**src/inc/tcp_pkg.sv**
```systemverilog
// Package of constants and types for the timer with capture, compare and PWM
//
// Overview of operation
// - Standard variant: 16-bit counter, four channels
// - Wide variant identical but 32-bit wide
// - Each channel: capture, compare or PWM
// - Capture copies counter on selected event
// - Compare output reflects counter versus threshold
// - PWM output follows successive compare values
// - Dead-time insertion only in first instance
// - Counts time or events; emits routing triggers
package tcp_pkg;

   // ****************************************
   // Sizes
   // ****************************************
   localparam int STD_WIDTH = 16;
   localparam int WIDE_WIDTH = 32;
   localparam int NUM_CHAN = 4;
   localparam int DT_WIDTH = 8;

   // ****************************************
   // Values after reset
   // ****************************************
   localparam logic [WIDE_WIDTH-1:0] CNT_RESET = 32'h0000_0000;
   localparam logic [DT_WIDTH-1:0] DT_RESET = 8'h00;

   // ****************************************
   // Types
   // ****************************************
   typedef enum logic [1:0] {
      CH_CAPTURE,
      CH_COMPARE,
      CH_PWM,
      CH_OFF
   } tcp_mode_e;

   typedef struct packed {
      tcp_mode_e mode;
      logic [WIDE_WIDTH-1:0] value;
      logic valueWrite;
      logic [1:0] evSel;
   } tcp_chcfg_s;

   typedef struct packed {
      logic enable;
      logic countEvents;
      logic dtEnable;
      logic [DT_WIDTH-1:0] deadTime;
   } tcp_ctrl_s;

endpackage

```
**src/design/tcp_timer.sv**
```systemverilog
// Timer with counter, four capture/compare/PWM channels and dead time
`timescale 1ns/100ps
`default_nettype none
module tcp_timer
   import tcp_pkg::*;
#(
   parameter bit WIDE = 1'b0,
   parameter bit FIRST_INSTANCE = 1'b1
)
(
   input wire logic ref_clk,
   input wire logic rst,
   input wire tcp_ctrl_s ctrl,
   input wire tcp_chcfg_s [NUM_CHAN-1:0] chCfg,
   input wire logic [3:0] eventIn,
   output logic [WIDE_WIDTH-1:0] countOut,
   output logic [NUM_CHAN-1:0][WIDE_WIDTH-1:0] captureOut,
   output logic [NUM_CHAN-1:0] captureStrobe,
   output logic [NUM_CHAN-1:0] chOut,
   output logic [NUM_CHAN-1:0] chOutN,
   output logic overflowTrig,
   output logic [NUM_CHAN-1:0] matchTrig
);

   // ****************************************
   // Width of this variant
   // ****************************************
   localparam int W = WIDE ? WIDE_WIDTH : STD_WIDTH;
   localparam logic [WIDE_WIDTH-1:0] MAXV = {WIDE_WIDTH{1'b1}} >> (WIDE_WIDTH - W);
   localparam bit DT_AVAIL = FIRST_INSTANCE;

   function automatic logic [WIDE_WIDTH-1:0] clip(input logic [WIDE_WIDTH-1:0] v);
      clip = v & MAXV;
   endfunction

   // ****************************************
   // Input synchronisers and event edges
   // ****************************************
   logic [3:0] evMeta_ff;
   logic [3:0] evSync_ff;
   logic [3:0] evLast_ff;
   logic [3:0] evRise;

   always_ff @(posedge ref_clk)
   begin
      if (rst)
      begin
         evMeta_ff <= 4'h0;
         evSync_ff <= 4'h0;
         evLast_ff <= 4'h0;
      end
      else
      begin
         evMeta_ff <= eventIn;
         evSync_ff <= evMeta_ff;
         evLast_ff <= evSync_ff;
      end
   end

   assign evRise = evSync_ff & ~evLast_ff;

   // ****************************************
   // Counter
   // ****************************************
   logic [WIDE_WIDTH-1:0] count_ff;
   logic tick;
   logic wrap;

   assign tick = ctrl.enable & (ctrl.countEvents ? evRise[0] : 1'b1);
   assign wrap = tick & (count_ff == MAXV);

   always_ff @(posedge ref_clk)
   begin
      if (rst)
         count_ff <= CNT_RESET;
      else if (tick)
         count_ff <= wrap ? CNT_RESET : clip(count_ff + 32'h0000_0001);
   end

   always_ff @(posedge ref_clk)
   begin
      if (rst)
      begin
         countOut <= CNT_RESET;
         overflowTrig <= 1'b0;
      end
      else
      begin
         countOut <= count_ff;
         overflowTrig <= wrap;
      end
   end

   // ****************************************
   // Channels
   // ****************************************
   logic [NUM_CHAN-1:0][WIDE_WIDTH-1:0] cmp_ff;
   logic [NUM_CHAN-1:0] raw_ff;
   logic [NUM_CHAN-1:0][DT_WIDTH-1:0] dtCnt_ff;
   logic [NUM_CHAN-1:0] rawLast_ff;
   logic [NUM_CHAN-1:0][WIDE_WIDTH-1:0] cmpBuf_ff;
   logic [NUM_CHAN-1:0] bufPend_ff;

   for (genvar c = 0; c < NUM_CHAN; c++)
   begin : g_ch
      logic match;
      logic capEv;
      logic useDt;
      logic rawEdge;
      logic dtStart;
      logic dtQuiet;
      assign match = (count_ff == cmp_ff[c]);
      assign capEv = evRise[chCfg[c].evSel];
      assign useDt = DT_AVAIL & ctrl.dtEnable & (chCfg[c].mode == CH_PWM);

      // Threshold; PWM takes new value at wrap so each period follows writes
      always_ff @(posedge ref_clk)
      begin
         if (rst)
            cmp_ff[c] <= CNT_RESET;
         else if (chCfg[c].valueWrite && (chCfg[c].mode != CH_PWM || wrap))
            cmp_ff[c] <= clip(chCfg[c].value);
         else if (bufPend_ff[c] && wrap)
            cmp_ff[c] <= cmpBuf_ff[c];
      end

      // PWM writes wait here until the next wrap
      always_ff @(posedge ref_clk)
      begin
         if (rst)
         begin
            cmpBuf_ff[c] <= CNT_RESET;
            bufPend_ff[c] <= 1'b0;
         end
         else if (chCfg[c].mode != CH_PWM || wrap)
            bufPend_ff[c] <= 1'b0;
         else if (chCfg[c].valueWrite)
         begin
            cmpBuf_ff[c] <= clip(chCfg[c].value);
            bufPend_ff[c] <= 1'b1;
         end
      end

      // Capture buffer
      always_ff @(posedge ref_clk)
      begin
         if (rst)
         begin
            captureOut[c] <= CNT_RESET;
            captureStrobe[c] <= 1'b0;
         end
         else
         begin
            captureStrobe[c] <= (chCfg[c].mode == CH_CAPTURE) & capEv;
            if (chCfg[c].mode == CH_CAPTURE && capEv)
               captureOut[c] <= count_ff;
         end
      end

      // Raw waveform per mode
      always_ff @(posedge ref_clk)
      begin
         if (rst)
         begin
            raw_ff[c] <= 1'b0;
            matchTrig[c] <= 1'b0;
         end
         else
         begin
            matchTrig[c] <= tick & match & (chCfg[c].mode != CH_CAPTURE);
            unique case (chCfg[c].mode)
               CH_COMPARE: raw_ff[c] <= (count_ff >= cmp_ff[c]);
               CH_PWM: raw_ff[c] <= (count_ff < cmp_ff[c]);
               CH_CAPTURE: raw_ff[c] <= 1'b0;
               CH_OFF: raw_ff[c] <= 1'b0;
            endcase
         end
      end

      // ****************************************
      // Dead time and output stage
      // ****************************************
      // Raw edge opens the gap before either side turns on
      assign rawEdge = (raw_ff[c] != rawLast_ff[c]);
      assign dtStart = useDt & (ctrl.deadTime != DT_RESET);
      assign dtQuiet = (dtCnt_ff[c] == DT_RESET) & ~(rawEdge & dtStart);

      // Dead-time delay after each edge of the raw waveform
      always_ff @(posedge ref_clk)
      begin
         if (rst)
         begin
            rawLast_ff[c] <= 1'b0;
            dtCnt_ff[c] <= DT_RESET;
         end
         else
         begin
            rawLast_ff[c] <= raw_ff[c];
            if (rawEdge && dtStart)
               dtCnt_ff[c] <= ctrl.deadTime - 8'h01;
            else if (dtCnt_ff[c] != DT_RESET)
               dtCnt_ff[c] <= dtCnt_ff[c] - 8'h01;
         end
      end

      // Complementary outputs, both low during dead time
      always_ff @(posedge ref_clk)
      begin
         if (rst)
         begin
            chOut[c] <= 1'b0;
            chOutN[c] <= 1'b0;
         end
         else if (useDt)
         begin
            chOut[c] <= raw_ff[c] & dtQuiet;
            chOutN[c] <= ~raw_ff[c] & dtQuiet;
         end
         else
         begin
            chOut[c] <= raw_ff[c];
            chOutN[c] <= ~raw_ff[c];
         end
      end
   end

endmodule
`default_nettype wire

```
**config.mk**
```make
export PLATFORM = sky130hd
export DESIGN_NAME = tcp_timer
export DESIGN_NICKNAME = d
export VERILOG_FILES = /design/src/inc/tcp_pkg.sv /design/src/design/tcp_timer.sv
export SDC_FILE = /design/constraint.sdc
export NUM_CORES = 1
export LEC_CHECK = 0
export BUFFER_PORTS_ARGS = -buffer_cell sky130_fd_sc_hd__buf_4
export CAP_MARGIN = 10
export CORE_MARGIN = 2
export CORE_UTILIZATION = 59
export DETAILED_ROUTE_END_ITERATION = 16
export GPL_TIMING_DRIVEN = 0
export MAX_ROUTING_LAYER = met4
export PLACE_DENSITY_LB_ADDON = 0.08
export SLEW_MARGIN = 15
export SYNTH_ARGS = -nofsm -noshare
export SYNTH_HDL_FRONTEND = slang
export SYNTH_SLANG_ARGS = --single-unit
```
**constraint.sdc**
```tcl
create_clock -name ref_clk -period 3.4 [get_ports ref_clk]
set_input_delay 0.85 -clock ref_clk [delete_from_list [all_inputs] [get_ports ref_clk]]
set_output_delay 0.85 -clock ref_clk [all_outputs]
set_load 0.01 [all_outputs]
```
After elaboration in Yosys (flattened, before gate mapping)
Index checks and enable logic that the tools add are counted.
- logic and storage cells: 240
- output and inout port bits: 177
- bits of input ports: 165
- bits in registers: 297
- eq/ne operators: 25
- mux-type cells: 38
- $add $sub $neg: 6
- bitwise logic cells: 52
- order comparisons: 12
- reductions and logical operators: 57
- operators by type and width (operator ; count):
    16-bit two-way mux ; 9
    16-bit equality test ; 4
    16-bit greater-or-equal comparator ; 4
    16-bit < comparator ; 4
    8-bit two-way mux ; 8
    8-bit nonzero test ; 5
    8-bit by 1-bit subtractor with 8-bit output (second input constant) ; 5
    1-bit bitwise AND ; 38
    8-bit zero test ; 4
    2-bit nonzero test ; 12
    16-bit by 1-bit adder with 16-bit output (second input constant) ; 1
    16-bit equality test (second input constant) ; 1
    2-bit equality test (second input constant) ; 8
    1-bit logical AND ; 16
    2-bit OR reduction ; 8
    1-bit two-way mux ; 13
    2-bit by 3-bit < comparator with 1-bit output (second input constant) ; 4
    1-bit NOT ; 12
    1-bit one-hot mux with 3 select lines ; 4
    1-bit binary-select mux with 2-bit select ; 4
    2-bit by 1-bit equality test with 1-bit output (second input constant) ; 4
    2-bit zero test ; 4
    2-bit inequality test (second input constant) ; 4
    2-bit AND reduction ; 4
    other kinds (4) ; 10

Logic depth before layout (Yosys ltp)
Gate-level depths: netlist (run 1).
- word-level depth: 8
- mapped depth: 9
- mapped depth without buffers: 7

Worst setup path before layout (run 1)
No wires, ideal clock.
- kind: input-to-reg
- start point: in ctrl[3] in the netlist's numbering
- end point: reg dtCnt_ff[3] in the netlist's numbering
- setup time: 0.142 ns
- arrival: 2.338 ns
- data required time: 3.258 ns
- buffers on the path: 1
- cell stages on the path: 6
- path slack: 0.920 ns
- cell sequence: or4_4 > o41ai_4 > nor3_1 > clkbuf_1 > a211oi_1 > a211oi_1
- longest elaborated chain between the ends: 4
- elaborated cells between the ends (all ways): 6
- classes of those cells: add/sub (1); mux (1); bitwise (1); reduce/logical (3)
- ends and longest elaborated chain (what ; line ; RTL):
    start, declared ; tcp_timer.sv:13 ; input wire tcp_ctrl_s ctrl,
    parallel branches: the longest is 4 deep, another holds 8-bit by 1-bit subtractor with 8-bit output ; n/a ;
    end signal, assigned by index ; tcp_timer.sv:200 ; dtCnt_ff[c] <= ctrl.deadTime - 8'h01;
    end signal, assigned by index ; tcp_timer.sv:202 ; dtCnt_ff[c] <= dtCnt_ff[c] - 8'h01;
    end, declared ; tcp_timer.sv:99 ; logic [NUM_CHAN-1:0][DT_WIDTH-1:0] dtCnt_ff;
Several ways; the timed one is not identified.
A chain may end at the register's enable or synchronous reset.

Final worst setup path (run 1)
- start point: reg count_ff[10]
- end point: reg cmp_ff[107] in the netlist's numbering
- longest elaborated chain between the ends: 5
- elaborated cells between the ends (all ways): 7
- classes of those cells: eq/ne (1); mux (1); bitwise (1); reduce/logical (4)
- ends and longest elaborated chain (what ; line ; RTL):
    start, declared ; tcp_timer.sv:65 ; logic [WIDE_WIDTH-1:0] count_ff;
    start signal, assigned ; tcp_timer.sv:77 ; count_ff <= wrap ? CNT_RESET : clip(count_ff + 32'h0000_0001);
    16-bit equality test * ; tcp_timer.sv:70 ; assign wrap = tick & (count_ff == MAXV);
    1-bit bitwise AND * ; tcp_timer.sv:70 ;
    1-bit logical OR ; tcp_timer.sv:121 ; else if (chCfg[c].valueWrite && (chCfg[c].mode != CH_PWM || wrap))
    1-bit logical AND ; tcp_timer.sv:121 ;
    16-bit two-way mux or 2-bit nonzero test (tied branches) ; n/a ;
    end signal, assigned by index ; tcp_timer.sv:122 ; cmp_ff[c] <= clip(chCfg[c].value);
    end signal, assigned by index ; tcp_timer.sv:124 ; cmp_ff[c] <= cmpBuf_ff[c];
    end, declared ; tcp_timer.sv:97 ; logic [NUM_CHAN-1:0][WIDE_WIDTH-1:0] cmp_ff;
Mark *: on every way between the ends. The rest lies on a longest branch, timed or not.

==> results of run 1 <==
sequential cells by signal (all words and copies together) (netlist names):
| register | flops |
|---|---|
| bufPend_ff | 4 |
| captureOut | 64 |
| captureStrobe | 4 |
| chOut | 4 |
| chOutN | 4 |
| cmpBuf_ff | 64 |
| cmp_ff | 64 |
| countOut | 16 |
| count_ff | 16 |
| dtCnt_ff | 32 |
| evLast_ff | 4 |
| evMeta_ff | 4 |
| evSync_ff | 4 |
| matchTrig | 4 |
| overflowTrig | 1 |
| rawLast_ff | 4 |
| raw_ff | 4 |
worst max-delay path by stage:
stage / to / slack, ns
detailed placement: count_ff[8] / 0.12
finish: cmp_ff[107] / 0.11
global placement: dtCnt_ff[31] / 0.14
CTS: cmp_ff[37] / 0.17
global route: cmp_ff[37] / 0.0003
floorplan: dtCnt_ff[3] / 0.92
kinds of logic (layout without fill, tap and decap cells):
| kind of cell | Yosys count | after routing | synth area share |
|---|---|---|---|
| and+or+nand+nor | 624 | 624 | 0.2160 |
| DFF | 297 | 297 | 0.4009 |
| buffers and inverters | 264 | 518 | 0.08984 |
| AOI/OAI and AO/OA | 246 | 246 | 0.1074 |
| muxes | 150 | 150 | 0.1051 |
| adders and majority gates | 71 | 71 | 0.05990 |
| xor gates and xnor gates | 35 | 35 | 0.02067 |
| other | 1 | 80 | 0.0002528 |
routing by layer:
layer	vias up	part of all wire	global-route usage
met5	-	0	-
met4	0	0.041	0.1307
met1	6092	0.41	0.4046
li1	6232	-	-
met2	510	0.47	0.5280
met3	117	0.080	0.05169
cell usage in the layout (no fill, tap or decap), types with 5 or more instances in the layout:
| master | count |
|---|---|
| clkbuf_16 | 31 |
| nor3_1 | 29 |
| dfxtp_1 | 297 |
| buf_2 | 24 |
| mux2i_1 | 140 |
| or3_1 | 11 |
| a211oi_1 | 82 |
| mux2_2 | 6 |
| nand2b_1 | 148 |
| nand3_1 | 75 |
| a21oi_1 | 102 |
| xnor2_1 | 18 |
| nor4_1 | 12 |
| inv_1 | 83 |
| and3_1 | 12 |
| clkbuf_8 | 7 |
| nand2_1 | 112 |
| clkinv_2 | 5 |
| buf_4 | 279 |
| conb_1 | 80 |
| clkinvlp_4 | 5 |
| nor2_1 | 139 |
| o21ai_0 | 30 |
| nand4_1 | 18 |
| ha_1 | 71 |
| nor2b_1 | 46 |
| xor2_1 | 17 |
| clkbuf_1 | 75 |
| o21a_1 | 6 |
what timing repair did:
action,4_1_cts,5_1_grt
gates resized for setup,0,2
endpoints found under the setup margin,0,1
endpoints found under the hold margin,0,0
hold buffers,0,0
power groups by stage:
stage | clock, mW | sequential, mW | combinational, mW
after detailed placement | 0 | 4.02 | 1.99
after global placement | 0 | 4.01 | 1.93
after CTS | 3.53 | 3.95 | 2.01
after global routing | 3.67 | 3.99 | 2.25
final | 3.51 | 3.96 | 2.03
after floorplan | 0 | 3.97 | 1.54
final cells by class:
type	count	area (µm²)	share of cell area
buffer	181	1022	0.05654
clock buffer	42	887.1	0.04907
clock inverter	16	178.9	0.009896
inverter	83	311.5	0.01723
multi-input combinational	1206	7850	0.4342
sequential	297	5946	0.3289
tap	330	412.9	0.02284
timing repair buffer	196	1471	0.08138
critical path, stage by stage, from the launching register on:
cell      delay [ns]
dfxtp_1         0.68
clkbuf_1        0.67
nand3_1         0.14
nor2_1          0.42
nand4_2         0.40
buf_2           0.37
mux2i_1         0.16
a211oi_1        0.33
==> impl_metrics.toml, run 1 <==
[power_and_ir_drop]
swShare = 0.2898
ir_drop_mv = 0.4777
power.total_mw = 9.499
power.share.clock = 0.369
internal-power_mw = 6.746
power_frac_seq = 0.417
power.density_cell_area_mw_per_mm2 = 525.4
p_comb_frac = 0.214
switchingPower_mw = 2.753
p_leak_nw = 8.020

[clock_network]
clk_pin_slew_ns = 0.06
clkLatencyLatePin_ns = 0.57
cts_setup_buffers = 0
htreeDepth = 1
cts_tree = "built"
clock_sinks = 297
clk_path_buf_depth = 3
cts_buffers = 31
cts_root_buf = "clkbuf_16"

[yosys]
ys_seq_area_frac = 0.4009
avgSynthCellArea_um2 = 8.787
synth-main-ff-cell = "dfxtp_1"
synth_edf_count = 0
async_flop_share = 0
ys_warn_count = 0
yosys.cell_types.count = 51
synth_top_area_share = 0.4009
syn_area_mm2 = 0.01483
synth.most_common_cell = "dfxtp_1"
syn_inst = 1688
ys_ff_latch = 297
yosysTopAreaCell = "dfxtp_1"
ys_top_cells_by_area = "dfxtp_1 40%, mux2i_1 9.4%, nand2b_1 6.2%, ha_1 6.0%, buf_4 4.2%"
synth_common_cells = "297 x dfxtp_1, 148 x nand2b_1, 140 x mux2i_1"

[floorplanning]
core_mm2 = 0.02496
dieArea_mm2 = 0.02642
row_count = 58
die_w_um = 162.6
ios = 342
dieHeight_um = 162.6
start_util = 0.5941

[worst_setup_path]
r2r_slack_ns = 0.11
reg2reg_to = "cmp_ff[107]"
cp.required_ns = 3.85
worstSetupStartpoint = "count_ff[10]"
setup.worst_path.class = "flip-flop to flip-flop"
arrival_ns = 3.74
rr_worst_depth = 7
critPathLaunchType = "flip-flop"
crit-reg2reg-launch = "count_ff[10]"
cp-end-kind = "flip-flop"
crit_path_max_fanout = 10

[hold_path]
hold_path.class = "flip-flop to flip-flop"
min-delay-start = "evMeta_ff[0]"
whs_endpoint = "evSync_ff[0]"
hold_depth = 1

[placed_design]
place_ws_ns = 0.1193
io_buffers = 196
dp_cells = 2293
placed_area_mm2 = 0.01701
place_hpwl_um = 30740
place_congestion = 0.9144

[layout]
antennaDiodeCount = 0
nFillCells = 1975
finalNonFillerCells = 2351
final_area_mm2 = 0.01808
syn_to_final_growth_pct = 21.90
final_layout_size_suffix_gt1_frac = 0.1885
fin_nets = 2232
final_core_util = 0.7242

[global_routing]
grt_first_pass_wirelength_um = 65560
grt_start_max_net_pins = 16
grt_pass1_vias = 12200
overflow = 0
grt_antenna_before_repair = 0
grt_usage = 0.3242

[timing]
fin_crit_sh = 0.9679
fin_worst_hold_slack_ns = 0.4400
skew_ns = 0.01310
max_slew_margin = 0.3281
rsz0062_at_grt = "false"
tns_ns = 0
fmax_mhz = 303.9
fin_crit_ns = 3.291
slew_viol_final = 0
setup_violations = 0
final_hold_viol_count = 0
worst_slew_pin_slew_ns = 0.9987
setup_slack_ns = 0.1091

[detailed_routing]
drc = 0
vias = 12950
wl_um = 42710
dr.pass1.iters = 8
ant_nets = 0
wl_per_cell_um = 18.17
drt_iter0_markers = 959
via_per_inst = 5.509

[flow_run]
drv_cap = 0

[outcome]
status = "finished clean"
(Power assumes the default switching activity.)
==> run 2, diff against run 1 <==
--- a/config.mk
+++ b/config.mk
@@ -10,9 +10,9 @@
 export CORE_MARGIN = 2
 export CORE_UTILIZATION = 59
 export DETAILED_ROUTE_END_ITERATION = 16
-export GPL_TIMING_DRIVEN = 0
 export MAX_ROUTING_LAYER = met4
 export PLACE_DENSITY_LB_ADDON = 0.08
+export SETUP_SLACK_MARGIN = 0.15
 export SLEW_MARGIN = 15
 export SYNTH_ARGS = -nofsm -noshare
 export SYNTH_HDL_FRONTEND = slang
==> run 2 against run 1 <==
  * Hold slack got worse by 0.0041 ns
  * Non-clock buffer count shrank 142
  * Total power fell by 3.2%
  * Register-to-register slack improved by 0.65 ns
  * Final cell count down 6.2%
  * Sequential power is essentially flat
  * Sequential share of layout area rose by 1.4 points
==> impl_metrics.toml, run 2 (synthesized netlist as in run 1, its figures left out) <==
[outcome]
status = "finished clean"

[global_routing]
overflow = 0
grt_usage = 0.2830
grt_first_pass_wirelength_um = 58080
grt_pass1_vias = 11180
met3_usage = 0.04431
met2_usage = 0.4607
gr-usage-met1 = 0.3610
grt_busiest_layer = "met2"
grt_antenna_before_repair = 0
grt_start_max_net_pins = 130

[power_and_ir_drop]
ir_drop_mv = 0.3931
swShare = 0.2843
power_frac_seq = 0.429
internal-power_mw = 6.578
p_leak_nw = 7.569
switchingPower_mw = 2.613
power.density_cell_area_mw_per_mm2 = 530.6
power.share.clock = 0.362
p_comb_frac = 0.209

[clock_network]
cts_tree = "built"
cts.hold.buffers_added = 0
cts_resized = 0
cts_buffers = 30
clock_sinks = 297
clk_pin_slew_ns = 0.06
htreeDepth = 1
clk_path_buf_depth = 3
cts_setup_buffers = 0
clkLatencyLatePin_ns = 0.57
cts_root_buf = "clkbuf_16"

[timing]
tns_ns = 0
fin_crit_sh = 0.7774
worst_slew_pin_slew_ns = 1.090
fin_crit_ns = 2.643
fin_worst_hold_slack_ns = 0.4359
rsz0062_at_grt = "false"
skew_ns = 0.02517
setup_violations = 0
fmax_mhz = 378.3
setup_slack_ns = 0.7567
slew_viol_final = 0
max_slew_margin = 0.2729
final_hold_viol_count = 0

[floorplanning]
row_count = 58
start_util = 0.5941
dieArea_mm2 = 0.02642
ios = 342
die_w_um = 162.6
dieHeight_um = 162.6
core_mm2 = 0.02496

[detailed_routing]
dr.pass1.iters = 7
drc = 0
via_per_inst = 5.492
wl_um = 37310
vias = 12120
wl_per_cell_um = 16.91
ant_nets = 0
drt_iter0_markers = 809

[placed_design]
dp_cells = 2151
place_ws_ns = 0.1874
io_buffers = 197
place_hpwl_um = 25830
place_congestion = 0.8738

[layout]
syn_to_final_growth_pct = 16.80
layout.cells.most_common_list = "297 x dfxtp_1, 232 x buf_4, 148 x nand2b_1"
mostFrequentLayoutCell = "dfxtp_1"
final_layout_size_suffix_gt1_frac = 0.1642
nFillCells = 2018
finalNonFillerCells = 2206
fin_nets = 2089
top_regs = "captureOut x64, cmpBuf_ff x64, cmp_ff x64"
antennaDiodeCount = 0

[worst_setup_path]
cp-end-kind = "flip-flop"
cp.required_ns = 3.79
crit_path_max_fanout = 16
arrival_ns = 3.03
setup.worst_path.class = "flip-flop to flip-flop"
critPathLaunchType = "flip-flop"

[hold_path]
hold_path.class = "flip-flop to flip-flop"

[flow_run]
drv_cap = 0
run 2: area by class of cell:
type	count	area (µm²)	share of cell area
multi-input combinational	1206	7855	0.4534
clock inverter	11	120.1	0.006933
inverter	83	311.5	0.01798
sequential	297	5946	0.3432
timing repair buffer	235	1795	0.1036
tap	330	412.9	0.02383
clock buffer	44	883.3	0.05099
run 2: per-stage QoR:
stage | total power, mW | area [µm²] | utilization
floorplan | 5.518 | 15130 | -
global placement | 5.853 | 16320 | 0.6536
detailed placement | 5.923 | 16320 | 0.6536
CTS | 9.229 | 17320 | 0.6938
global route | 9.678 | 17320 | 0.6940
finish | 9.192 | 17320 | 0.6940
run 2: final timing paths:
kind	startpoint	slack, ns	depth (start not counted)	endpoint
worst max-delay path	count_ff[8]	0.76	5	cmpBuf_ff[105]
worst max register to register	count_ff[8]	0.76	5	cmpBuf_ff[105]
worst min-delay path	evMeta_ff[2]	0.44	1	evSync_ff[2]
worst min register to register	evMeta_ff[2]	0.44	1	evSync_ff[2]
run 2: routing by layer:
metal | wire, µm | part of all wire | vias to the layer above
met5 | 0 | 0 | -
met1 | 15680 | 0.42 | 5682
met2 | 17680 | 0.47 | 418
li1 | - | - | 5933
met4 | 1235 | 0.033 | 0
met3 | 2706 | 0.073 | 83
run 2: worst max-delay path, stage by stage (launching register included):
cell and delay (ns):
dfxtp_1 0.91, nand2_1 0.13, a211oi_2 0.24, nand4_1 0.25, and4b_1 0.67, mux2i_1 0.25
run 2: power by group through the flow:
stage | clock [mW] | sequential [mW] | combinational, mW
after floorplan | 0 | 3.97 | 1.54
after global placement | 0 | 4.01 | 1.84
after detailed placement | 0 | 4.02 | 1.91
after CTS | 3.36 | 3.94 | 1.92
after global routing | 3.53 | 3.98 | 2.16
final | 3.32 | 3.95 | 1.92
